`src/design/irq_agg_cfg.svh`:
```
// register map, field positions and timing constants of the interrupt aggregator
`ifndef IRQ_AGG_CFG_SVH
`define IRQ_AGG_CFG_SVH

// register byte addresses
`define ADR_STATUS 8'h00
`define ADR_USBMASK 8'h04
`define ADR_CTL 8'h08
`define ADR_EPSTAT 8'h0c
`define ADR_EPMASK 8'h10
`define ADR_MISC 8'h14
`define ADR_VECTOR 8'h18
`define ADR_POWER 8'h1c
`define ADR_WAKEMASK 8'h20

// pending vector layout
`define NSRC 27
`define NEP 8
`define NUSB 7
`define NMISC 4
`define SRC_IN 0
`define SRC_OUT 8
`define SRC_USB 16
`define SRC_RST 16
`define SRC_SUS 17
`define SRC_RES 18
`define SRC_SOF 19
`define SRC_MISS 20
`define SRC_SETUP 21
`define SRC_OVR 22
`define SRC_MISC 23
`define SRC_SER 23
`define SRC_DMA0 24
`define SRC_DMA1 25
`define SRC_EXT 26
`define USB_STAT_MASK 27'h07f0000

// control and power register bits
`define CTL_FRGE 0
`define CTL_P33IRQ 1
`define CTL_XEN 2
`define PWR_IDLE 0
`define PWR_SUSP 1
`define P3_IRQ_BIT 3

// timing
`define CLK_FREQ_MHZ 20
`define SUSPEND_TIME_US 5000
`define FRAME_TIME_US 1000
`define GRES_CYCLES 4'h8

`endif

```
`src/design/irq_agg_pkg.sv`:
```
// shared types of the interrupt aggregator
package irq_agg_pkg;

    // event strobes from the serial interface engine and buffer manager
    typedef struct packed {
        logic [7:0] inAck;
        logic [7:0] inIso;
        logic [7:0] outDone;
        logic [7:0] outIso;
        logic busReset;
        logic busIdleJ;
        logic busActivity;
        logic sofRx;
        logic setupOk;
    } usb_evt_t;

    typedef enum logic [1:0] {LINK_ACTIVE, LINK_SUSPENDED, LINK_CLK_STOPPED} link_state_t;

endpackage

```
`src/design/irq_sync.sv`:
```
// two-stage synchroniser for asynchronous pin inputs
`timescale 1ns/10ps
module irq_sync #(
    parameter int W = 9
) (
    input wire logic clk_sys,
    input wire logic rst,
    input wire logic [W-1:0] din,
    output logic [W-1:0] dout
);
    logic [W-1:0] meta;

    // pins idle high, so both stages reset to ones
    always_ff @(posedge clk_sys) begin
        if (rst) begin
            meta <= '1;
            dout <= '1;
        end else begin
            meta <= din;
            dout <= meta;
        end
    end
endmodule

```
`src/design/usb_streaming_irq_aggregator.sv`:
```
// interrupt, usb reset and suspend/wake aggregation for the on-chip controller core
`timescale 1ns/10ps
`include "irq_agg_cfg.svh"
module usb_streaming_irq_aggregator #(
    parameter int SUSPEND_CYCLES = `SUSPEND_TIME_US * `CLK_FREQ_MHZ,
    parameter int FRAME_CYCLES = `FRAME_TIME_US * `CLK_FREQ_MHZ
) (
    input wire logic clk_sys,
    input wire logic rst,
    input wire logic wb_cyc_i,
    input wire logic wb_stb_i,
    input wire logic wb_we_i,
    input wire logic [7:0] wb_adr_i,
    input wire logic [3:0] wb_sel_i,
    input wire logic [31:0] wb_dat_i,
    output logic wb_ack_o,
    output logic [31:0] wb_dat_o,
    input irq_agg_pkg::usb_evt_t usbEvt,
    input wire logic serialIrq,
    input wire logic dma0Done,
    input wire logic dma1Done,
    input wire logic externalIrqN,
    input wire logic [7:0] port3Pin,
    output logic mergedIrqInput,
    output logic secondaryIrqInput,
    output logic cpuClkRun,
    output logic cpuReset,
    output logic resetOutPin,
    output logic usbLogicReset
);
    logic [8:0] syncIn, prevIn;
    logic [`NSRC-1:0] pend, next_pend, setVec, clrVec, gresClr, enVec;
    logic [`NUSB-1:0] usbMask, next_usbMask;
    logic [15:0] epMask, next_epMask;
    logic [2:0] ctl, next_ctl;
    logic [7:0] wakeMask, next_wakeMask, portFall;
    logic idleBit, next_idleBit, wbWr, extFall, wake, gres, suspendHit, missHit, anyEn;
    logic [31:0] rdData, selMask, wdat;
    logic [16:0] idleCnt, next_idleCnt;
    logic [15:0] frameCnt, next_frameCnt;
    logic [3:0] gresCnt, next_gresCnt;
    irq_agg_pkg::link_state_t linkState, next_linkState;

    irq_sync #(.W(9)) u_irq_sync (
        .clk_sys(clk_sys), .rst(rst), .din({port3Pin, externalIrqN}), .dout(syncIn)
    );

    // falling edges seen on the synchronised pins
    always_ff @(posedge clk_sys) begin
        if (rst) begin
            prevIn <= 9'h1ff;
        end else begin
            prevIn <= syncIn;
        end
    end

    assign extFall = prevIn[0] & ~syncIn[0];
    assign portFall = prevIn[8:1] & ~syncIn[8:1] & ~wakeMask;
    assign wake = usbEvt.busActivity | extFall | (|portFall);
    assign gres = usbEvt.busReset & ctl[`CTL_FRGE];
    assign gresClr = gres ? `USB_STAT_MASK : '0;
    assign suspendHit = usbEvt.busIdleJ && (idleCnt == 17'(SUSPEND_CYCLES));
    assign missHit = (linkState == irq_agg_pkg::LINK_ACTIVE) && !usbEvt.sofRx
        && (frameCnt == 16'(FRAME_CYCLES));

    // bus slave write strobe: takes effect on the acknowledging edge
    assign wbWr = wb_cyc_i & wb_stb_i & wb_we_i & wb_ack_o;
    assign selMask = {{8{wb_sel_i[3]}}, {8{wb_sel_i[2]}}, {8{wb_sel_i[1]}}, {8{wb_sel_i[0]}}};
    assign wdat = wb_dat_i & selMask;

    // event sources into the pending vector
    always_comb begin
        setVec = '0;
        setVec[`SRC_OUT +: `NEP] = usbEvt.outDone & ~usbEvt.outIso;
        setVec[`SRC_IN +: `NEP] = usbEvt.inAck & ~usbEvt.inIso;
        setVec[`SRC_RST] = usbEvt.busReset & ~ctl[`CTL_FRGE];
        setVec[`SRC_SUS] = suspendHit;
        setVec[`SRC_RES] = usbEvt.busActivity & (linkState != irq_agg_pkg::LINK_ACTIVE);
        setVec[`SRC_SOF] = usbEvt.sofRx;
        setVec[`SRC_MISS] = missHit;
        setVec[`SRC_SETUP] = usbEvt.setupOk;
        setVec[`SRC_OVR] = usbEvt.setupOk & pend[`SRC_SETUP];
        setVec[`SRC_SER] = serialIrq;
        setVec[`SRC_DMA0] = dma0Done;
        setVec[`SRC_DMA1] = dma1Done;
        setVec[`SRC_EXT] = extFall & ctl[`CTL_XEN];
    end

    // vector write clears the numbered source
    always_comb begin
        clrVec = '0;
        if (wbWr && wb_sel_i[0] && (wb_adr_i == `ADR_VECTOR) && (wdat[4:0] < 5'(`NSRC))) begin
            clrVec[wdat[4:0]] = 1'b1;
        end
    end

    // per source: set beats clear, global reset clears the usb status
    genvar gi;
    generate
        for (gi = 0; gi < `NSRC; gi++) begin : g_pend
            assign next_pend[gi] = (setVec[gi] | (pend[gi] & ~clrVec[gi])) & ~gresClr[gi];
        end
    endgenerate

    always_ff @(posedge clk_sys) begin
        if (rst) begin
            pend <= '0;
        end else begin
            pend <= next_pend;
        end
    end

    // software registers
    always_comb begin
        next_usbMask = usbMask;
        next_epMask = epMask;
        next_ctl = ctl;
        next_wakeMask = wakeMask;
        next_idleBit = idleBit;
        if (wbWr && (wb_adr_i == `ADR_USBMASK)) begin
            next_usbMask = (usbMask & ~selMask[`NUSB-1:0]) | wdat[`NUSB-1:0];
        end else if (wbWr && (wb_adr_i == `ADR_EPMASK)) begin
            next_epMask = (epMask & ~selMask[15:0]) | wdat[15:0];
        end else if (wbWr && (wb_adr_i == `ADR_CTL)) begin
            next_ctl = (ctl & ~selMask[2:0]) | wdat[2:0];
        end else if (wbWr && (wb_adr_i == `ADR_WAKEMASK)) begin
            next_wakeMask = (wakeMask & ~selMask[7:0]) | wdat[7:0];
        end else if (wbWr && (wb_adr_i == `ADR_POWER) && wb_sel_i[0]) begin
            next_idleBit = wdat[`PWR_IDLE];
        end
        // a wake event ends idle
        if (wake && (linkState != irq_agg_pkg::LINK_ACTIVE)) begin
            next_idleBit = 1'b0;
        end
    end

    always_ff @(posedge clk_sys) begin
        if (rst) begin
            usbMask <= '0;
            epMask <= '0;
            ctl <= '0;
            wakeMask <= '0;
            idleBit <= 1'b0;
        end else begin
            usbMask <= next_usbMask;
            epMask <= next_epMask;
            ctl <= next_ctl;
            wakeMask <= next_wakeMask;
            idleBit <= next_idleBit;
        end
    end

    // read multiplexer
    always_comb begin
        rdData = '0;
        if (wb_adr_i == `ADR_STATUS) begin
            rdData[`NUSB-1:0] = pend[`SRC_USB +: `NUSB];
        end else if (wb_adr_i == `ADR_USBMASK) begin
            rdData[`NUSB-1:0] = usbMask;
        end else if (wb_adr_i == `ADR_CTL) begin
            rdData[2:0] = ctl;
        end else if (wb_adr_i == `ADR_EPSTAT) begin
            rdData[15:0] = pend[15:0];
        end else if (wb_adr_i == `ADR_EPMASK) begin
            rdData[15:0] = epMask;
        end else if (wb_adr_i == `ADR_MISC) begin
            rdData[`NMISC-1:0] = pend[`SRC_MISC +: `NMISC];
        end else if (wb_adr_i == `ADR_POWER) begin
            rdData[`PWR_IDLE] = idleBit;
            rdData[`PWR_SUSP] = linkState != irq_agg_pkg::LINK_ACTIVE;
        end else if (wb_adr_i == `ADR_WAKEMASK) begin
            rdData[7:0] = wakeMask;
        end
    end

    // single-wait classic slave, unmapped reads return zero
    always_ff @(posedge clk_sys) begin
        if (rst) begin
            wb_ack_o <= 1'b0;
            wb_dat_o <= '0;
        end else begin
            wb_ack_o <= wb_cyc_i & wb_stb_i & ~wb_ack_o;
            wb_dat_o <= rdData;
        end
    end

    // idle, frame and global reset counters
    always_comb begin
        next_idleCnt = '0;
        if (usbEvt.busIdleJ && (linkState == irq_agg_pkg::LINK_ACTIVE)
            && (idleCnt <= 17'(SUSPEND_CYCLES))) begin
            next_idleCnt = idleCnt + 17'h1;
        end else if (usbEvt.busIdleJ) begin
            next_idleCnt = idleCnt;
        end
        next_frameCnt = '0;
        if (!usbEvt.sofRx && !missHit && (linkState == irq_agg_pkg::LINK_ACTIVE)) begin
            next_frameCnt = frameCnt + 16'h1;
        end
        next_gresCnt = (gresCnt != 4'h0) ? gresCnt - 4'h1 : 4'h0;
        if (gres) begin
            next_gresCnt = `GRES_CYCLES;
        end
    end

    always_ff @(posedge clk_sys) begin
        if (rst) begin
            idleCnt <= '0;
            frameCnt <= '0;
            gresCnt <= '0;
        end else begin
            idleCnt <= next_idleCnt;
            frameCnt <= next_frameCnt;
            gresCnt <= next_gresCnt;
        end
    end

    // suspend and clock-stop sequencing
    always_comb begin
        next_linkState = linkState;
        case (linkState)
            irq_agg_pkg::LINK_ACTIVE: begin
                if (suspendHit) begin
                    next_linkState = irq_agg_pkg::LINK_SUSPENDED;
                end
            end
            irq_agg_pkg::LINK_SUSPENDED: begin
                if (wake) begin
                    next_linkState = irq_agg_pkg::LINK_ACTIVE;
                end else if (idleBit) begin
                    // idle request stops the core clock
                    next_linkState = irq_agg_pkg::LINK_CLK_STOPPED;
                end
            end
            default: begin
                if (wake) begin
                    next_linkState = irq_agg_pkg::LINK_ACTIVE;
                end
            end
        endcase
        if (gres) begin
            next_linkState = irq_agg_pkg::LINK_ACTIVE;
        end
    end

    always_ff @(posedge clk_sys) begin
        if (rst) begin
            linkState <= irq_agg_pkg::LINK_ACTIVE;
        end else begin
            linkState <= next_linkState;
        end
    end

    // endpoint and usb masks gate the merge
    assign enVec = {4'hf, usbMask, epMask};
    // OR of every enabled pending source
    assign anyEn = |(pend & enVec);

    // registered outputs toward the core and pins
    always_ff @(posedge clk_sys) begin
        if (rst) begin
            mergedIrqInput <= 1'b0;
            secondaryIrqInput <= 1'b1;
            cpuClkRun <= 1'b1;
            cpuReset <= 1'b0;
            resetOutPin <= 1'b0;
            usbLogicReset <= 1'b0;
        end else begin
            mergedIrqInput <= anyEn;
            // pin as interrupt, else held inactive
            secondaryIrqInput <= ctl[`CTL_P33IRQ] ? syncIn[1 + `P3_IRQ_BIT] : 1'b1;
            cpuClkRun <= next_linkState != irq_agg_pkg::LINK_CLK_STOPPED;
            cpuReset <= next_gresCnt != 4'h0;
            resetOutPin <= next_gresCnt != 4'h0;
            // usb logic reset on bus reset
            usbLogicReset <= usbEvt.busReset;
        end
    end

    property p_merge;
        @(posedge clk_sys) disable iff (rst) anyEn |=> mergedIrqInput;
    endproperty
    a_merge: assert property (p_merge) else $error("merged interrupt missing");
    property p_out_iso;
        @(posedge clk_sys) disable iff (rst)
            !pend[`SRC_OUT] && usbEvt.outIso[0] |=> !pend[`SRC_OUT];
    endproperty
    a_out_iso: assert property (p_out_iso) else $error("iso OUT raised interrupt");
    property p_in_ack;
        @(posedge clk_sys) disable iff (rst)
            usbEvt.inAck[0] && !usbEvt.inIso[0] |=> pend[`SRC_IN];
    endproperty
    a_in_ack: assert property (p_in_ack) else $error("IN interrupt not raised");
    property p_hold;
        @(posedge clk_sys) disable iff (rst)
            pend[`SRC_OUT] && !clrVec[`SRC_OUT] |=> pend[`SRC_OUT];
    endproperty
    a_hold: assert property (p_hold) else $error("pending dropped without clear");
    property p_gres;
        @(posedge clk_sys) disable iff (rst)
            gres |=> (cpuReset && resetOutPin && !pend[`SRC_RST])[*8];
    endproperty
    a_gres: assert property (p_gres) else $error("global reset pulse wrong");
    property p_fnreset;
        @(posedge clk_sys) disable iff (rst)
            usbEvt.busReset && !ctl[`CTL_FRGE] |=> pend[`SRC_RST] && usbLogicReset;
    endproperty
    a_fnreset: assert property (p_fnreset) else $error("function reset not flagged");
    property p_suspend;
        @(posedge clk_sys) disable iff (rst)
            suspendHit && !gres |=> pend[`SRC_SUS] && linkState != irq_agg_pkg::LINK_ACTIVE;
    endproperty
    a_suspend: assert property (p_suspend) else $error("suspend not entered");
    property p_missing;
        @(posedge clk_sys) disable iff (rst)
            missHit && !gres |=> pend[`SRC_MISS] && frameCnt == 16'h0;
    endproperty
    a_missing: assert property (p_missing) else $error("missing frame not flagged");
    property p_overrun;
        @(posedge clk_sys) disable iff (rst)
            usbEvt.setupOk && pend[`SRC_SETUP] && !gres |=> pend[`SRC_OVR] && pend[`SRC_SETUP];
    endproperty
    a_overrun: assert property (p_overrun) else $error("setup overrun not flagged");
    property p_clkstop;
        @(posedge clk_sys) disable iff (rst)
            linkState == irq_agg_pkg::LINK_CLK_STOPPED |-> !cpuClkRun;
    endproperty
    a_clkstop: assert property (p_clkstop) else $error("core clock runs in stop");
    property p_ext;
        @(posedge clk_sys) disable iff (rst) extFall && ctl[`CTL_XEN] |=> pend[`SRC_EXT];
    endproperty
    a_ext: assert property (p_ext) else $error("external edge lost");
endmodule

```
`config.mk`:
```
export PLATFORM = sky130hd
export DESIGN_NAME = usb_streaming_irq_aggregator
export DESIGN_NICKNAME = d
export VERILOG_FILES = /design/src/design/irq_agg_pkg.sv /design/src/design/irq_sync.sv /design/src/design/usb_streaming_irq_aggregator.sv
export VERILOG_INCLUDE_DIRS = /design/src /design/src/design
export SDC_FILE = /design/constraint.sdc
export NUM_CORES = 1
export LEC_CHECK = 0
export BUFFER_PORTS_ARGS = -buffer_cell sky130_fd_sc_hd__buf_2
export CAP_MARGIN = 20
export CORE_MARGIN = 2
export CORE_UTILIZATION = 50
export CTS_BUF_LIST = sky130_fd_sc_hd__clkbuf_4 sky130_fd_sc_hd__clkbuf_8
export DETAILED_ROUTE_END_ITERATION = 6
export GPL_TIMING_DRIVEN = 0
export PLACE_DENSITY = 0.74
export SYNTH_ARGS = -nofsm -noshare
export SYNTH_HDL_FRONTEND = slang
export SYNTH_SLANG_ARGS = --single-unit
```
`constraint.sdc`:
```
create_clock -name clk_sys -period 2.52 [get_ports clk_sys]
set_input_delay 0.252 -clock clk_sys [delete_from_list [all_inputs] [get_ports clk_sys]]
set_output_delay 0.252 -clock clk_sys [all_outputs]
set_load 0.03 [all_outputs]
```
; ---- Word-level counts from Yosys, hierarchy flattened
; Index checks and enable logic that the tools add are counted.
[totals]
ff_bits = 166
latch_bits = 0
ramBits = 0
rom_bits = 0
inputBits = 98
word_cells = 284
memories = 0
[op_classes]
n_addsub = 3
n_mul = 0
n_div = 0
order_cmp = 4
eq_ne = 13
shifts = 0
mux = 29
bitwise_logic = 178
n_reduce_logical = 35
[ops]
columns = op, n
row1 = $and 1x1->1, 64
row2 = $not 1->1, 59
row3 = $mux 8, 6
row4 = $and 8x8->8, 5
row5 = $not 8->8, 5
row6 = $mux 17, 2
row7 = $and 16x16->16, 2
row8 = $eq 8x5->1 const B, 4
row9 = $or 1x1->1, 29
row10 = $and 27x27->27, 1
row11 = $mux 27, 1
row12 = $reduce_or 27->1, 1
row13 = $mux 23, 1
row14 = $logic_and 1x1->1, 18
row15 = $add 17x1->17 const B, 1
row16 = $eq 17x17->1 const B, 1
row17 = $le 17x17->1 const B, 1
row18 = $add 16x1->16 const B, 1
row19 = $eq 16x15->1 const B, 1
row20 = $eq 8x4->1 const B, 2
row21 = $mux 16, 1
row22 = $mux 4, 4
row23 = $not 16->16, 1
row24 = $or 16x16->16, 1
row25 = other kinds (37), 50

; ---- Logic depth before layout (Yosys ltp)
[depth]
ltp_word = 12
mapped_depth = 8
mapped_depth_nobuf = 7

; ---- Cells and area by module
; A second synthesis with hierarchy kept.
[hier_totals]
cells_unflattened = 733
hier_area_um2 = 6482.5
[modules_own_cells]
columns = mod, n_inst, cells_each, area_per_inst_um2, seq_area_each_um2
row1 = usb_streaming_irq_aggregator, 1, 696, 5998.3, 2642.5
row2 = irq_sync, 1, 37, 484.2, 360.3

; ---- Least setup slack after synthesis
; OpenSTA, ideal clock, no wires.
[synth_timing]
path_kind = input -> register
from = input wb_adr_i[1]
to = register (tool-made name)
t_arrival_ns = 1.859
path_slack_ns = 0.530
cell_stages = 5
path_cell_list = or4_4 -> or3_4 -> nor4_4 -> mux2i_1 -> nor2_2
[synth_rtl]
columns = item, line
row1 = "start, declared", usb_streaming_irq_aggregator.sv:13  ; input wire logic [7:0] wb_adr_i,

; ---- Worst setup path after layout
[layout_timing]
from = register idleCnt[0]
to = register idleCnt[8]
[layout_via]
elab_chain_cells = 3
[layout_lines]
columns = item, line
row1 = "start, declared", usb_streaming_irq_aggregator.sv:39  ; logic [16:0] idleCnt, next_idleCnt;
row2 = "start signal, assigned", usb_streaming_irq_aggregator.sv:212  ; idleCnt <= next_idleCnt;
row3 = $le 17x17->1, usb_streaming_irq_aggregator.sv:191  ; && (idleCnt <= 17'(SUSPEND_CYCLES))) begin
row4 = $logic_and 1x1->1, usb_streaming_irq_aggregator.sv:191
row5 = $ne 2x1->1 (no source line) or $mux 17 (tied branches), -
; Parallel ways exist; a longest one is shown, timed or not.
; A chain may end at the register's enable or synchronous reset.

==> results.py <==
metrics = {
    "outcome": {
        "status": "finished, final reports clean",
    },
    "synth": {
        "synthArstFlopShare": 0,
        "syn_area_mm2": 0.006510,
        "ys_seq_area_frac": 0.4613,
        "yosys_warnings": 0,
        "ys_ff_latch": 150,
        "synth_edf_count": 0,
        "syn_inst": 736,
        "ys_dominant_reg_cell": "dfxtp_1",
        "syn_area_per_cell_um2": 8.845,
        "synth.distinct_cells": 54,
    },
    "layout": {
        "fillers": 1167,
        "final_common_cell": "dfxtp_1",
        "syn2layout_area_growth_pct": 19.72,
        "final_net_count": 981,
        "final_area_mm2": 0.007794,
        "final_cell_mix": "dfxtp_1 (150), nor2_1 (104), buf_2 (103)",
        "layout-drive-gt1-share": 0.2177,
        "n_antenna_cell": 0,
    },
    "sta": {
        "setup_viol": 0,
        "period_minus_slack_ps": 2253,
        "maxSlewViolCount": 0,
        "rsz0062_at_grt": "false",
        "holdWs_ps": 22.67,
        "fmax_mhz": 443.9,
        "finClkSkew_ps": 9.092,
        "finalHoldViolations": 0,
        "max_slew_margin": 0.3930,
        "fin_crit_sh": 0.8939,
        "setup_tns_ps": 0,
        "worst_pin_slew_ps": 902.2,
    },
    "routing": {
        "wire_per_inst_um": 15.62,
        "routed_wl_um": 16600,
        "vias_per_cell": 5.303,
        "ant_nets": 0,
        "first_pass_iters": 7,
        "drt_first_iter_violations": 502,
        "via_count": 5637,
        "drc": 0,
    },
    "global_routing": {
        "grt_start_max_net_pins": 17,
        "track_usage": 0.2440,
        "first_global_vias": 5296,
        "grt_pass1_wl_um": 26830,
        "grt-ovfl-total": 0,
        "grt_antenna_before_repair": 0,
    },
    "setup_path": {
        "cp_max_fo": 10,
        "cp.arrival_ps": 2590,
        "crit_chain": "inv_1 -> ha_1 -> nor4bb_1 -> a221oi_1 -> clkbuf_1 -> nor4_1 -> xnor2_1 -> nor2_1",
        "critPathSlowestCell": "a221oi_1",
        "required_ps": 2860,
        "critPathKind": "reg2reg",
        "cp_slowest_stage_delay_ps": 550,
        "critPathCaptureType": "flop",
        "crit_buf_inv": 2,
        "worst_path_dominant_cell_family": "compound AO/OA/AOI/OAI gates",
        "start_kind": "flop",
    },
    "place": {
        "dpl.hpwl_um": 12350,
        "placed_cell_area_mm2": 0.007273,
        "gp_congestion": 0.9833,
        "port_buffers": 97,
    },
    "min_path": {
        "hold_path.class": "in2reg",
    },
    "clock_tree": {
        "cts_tree": "done",
        "cts_buffers": 17,
        "htree_levels": 4,
        "post_cts_buffers": 0,
        "clockBufferDepth": 2,
        "insertion_delay_ps": 460,
        "cts_sinks": 150,
        "root_buffer": "clkbuf_8",
        "clkSlewWorstSetupHoldPaths_ps": 80,
    },
    "floorplan": {
        "die_area_mm2": 0.01395,
        "start_util": 0.5138,
        "die_x_um": 118.1,
        "ios": 137,
        "chipHeight_um": 118.1,
        "core_area_mm2": 0.01267,
        "num_rows": 41,
    },
    "pwr": {
        "p_leak_nw": 2.950,
        "power.total_w": 0.004918,
        "cellPowerDensity_mw_per_mm2": 631.0,
        "peakVddDrop_mv": 0.4604,
    },
    "run": {
        "cap_violations": 0,
    },
}
[worst reg2reg max path: stages, from the launching register on]
cell and delay (ps):
dfxtp_1 390, inv_1 60, ha_1 190, nor4bb_1 150, a221oi_1 550, clkbuf_1 420, nor4_1 140, xnor2_1 180
nor2_1 60
[power by group]
group	switching, W	internal [W]
combinational	0.000302	0.000216
sequential	0.0000543	0.00245
clock	0.000910	0.000985
total	0.00127	0.00365
[final cells by class]
class	count	area [µm²]	share of cell area
multi-input combinational	524	3208	0.4116
sequential	150	3003	0.3853
timing repair buffer	108	595.6	0.07642
clock buffer	21	289.0	0.03708
buffer	52	267.8	0.03436
tap	172	215.2	0.02761
clock inverter	11	121.4	0.01557
inverter	25	93.84	0.01204
[final timing paths]
path,start,endpoint,slack (ps),depth (start not counted)
setup / recovery,idleCnt[0]$_SDFFE_PP0P_,idleCnt[8]$_SDFFE_PP0P_,270,8
hold / removal,wb_dat_i[8],flop,20,3
setup reg to reg,idleCnt[0]$_SDFFE_PP0P_,idleCnt[8]$_SDFFE_PP0P_,270,8
hold reg to reg,u_irq_sync.meta[6]$_SDFF_PP1_,u_irq_sync.dout[6]$_SDFF_PP1_,410,1
[through the flow]
stage                 util  worst slack, ps  instances
floorplan                -            530.0        751
global placement    0.5735           -496.3       1020
detailed placement  0.5740           -26.27       1020
CTS                 0.6151            260.8       1063
global route        0.6151            19.80       1063
finish              0.6151            267.3       1063
[cells in the mapped netlist (4+ instances only)]
master	n	area (µm²)
or4_1	4	30.03
nand2_1	30	112.6
nand4b_1	6	52.55
xor2_1	9	78.83
a21oi_1	43	215.2
or2_2	29	181.4
a211oi_1	11	82.58
nor2b_1	8	50.05
a221oi_1	4	35.03
ha_1	5	62.56
and3_1	9	56.30
o22ai_1	8	50.05
a22oi_1	21	157.7
buf_4	17	127.6
xnor2_1	20	175.2
nand4_1	11	68.82
nor4_1	13	81.33
nor3b_1	5	37.54
mux2i_1	39	390.4
buf_2	6	30.03
nand3_1	16	80.08
inv_1	25	93.84
nor2_2	7	43.79
clkbuf_1	27	101.4
nand2b_1	19	118.9
nor2_1	104	390.4
dfxtp_1	150	3003
nor3_1	15	75.07
o21ai_0	32	160.2
[cell families (layout without fill, tap and decap cells)]
family / Yosys count / in the layout / share of synthesized area
compound gates: 140 / 140 / 0.1349
xor+xnor: 29 / 29 / 0.03902
flops: 150 / 150 / 0.4613
mux: 39 / 39 / 0.05996
buf+inv: 77 / 217 / 0.05554
fa+ha+maj: 5 / 5 / 0.009610
simple gates: 295 / 295 / 0.2391
other cells: 1 / 16 / 0.0005760
[layer usage]
metal  vias up  global-route usage  part of all wire
met3        37             0.06153             0.080
li1       2842                   -                 -
met4         0              0.1137             0.030
met5         -                   0                 0
met1      2520              0.3076              0.43
met2       238              0.3913              0.47
[repair_timing]
item | in CTS | in global routing
hold buffers | 11 | 0
gates resized for setup | 0 | 0
hold endpoints to repair | 11 | 0
Power figures use the tool's default switching activity.
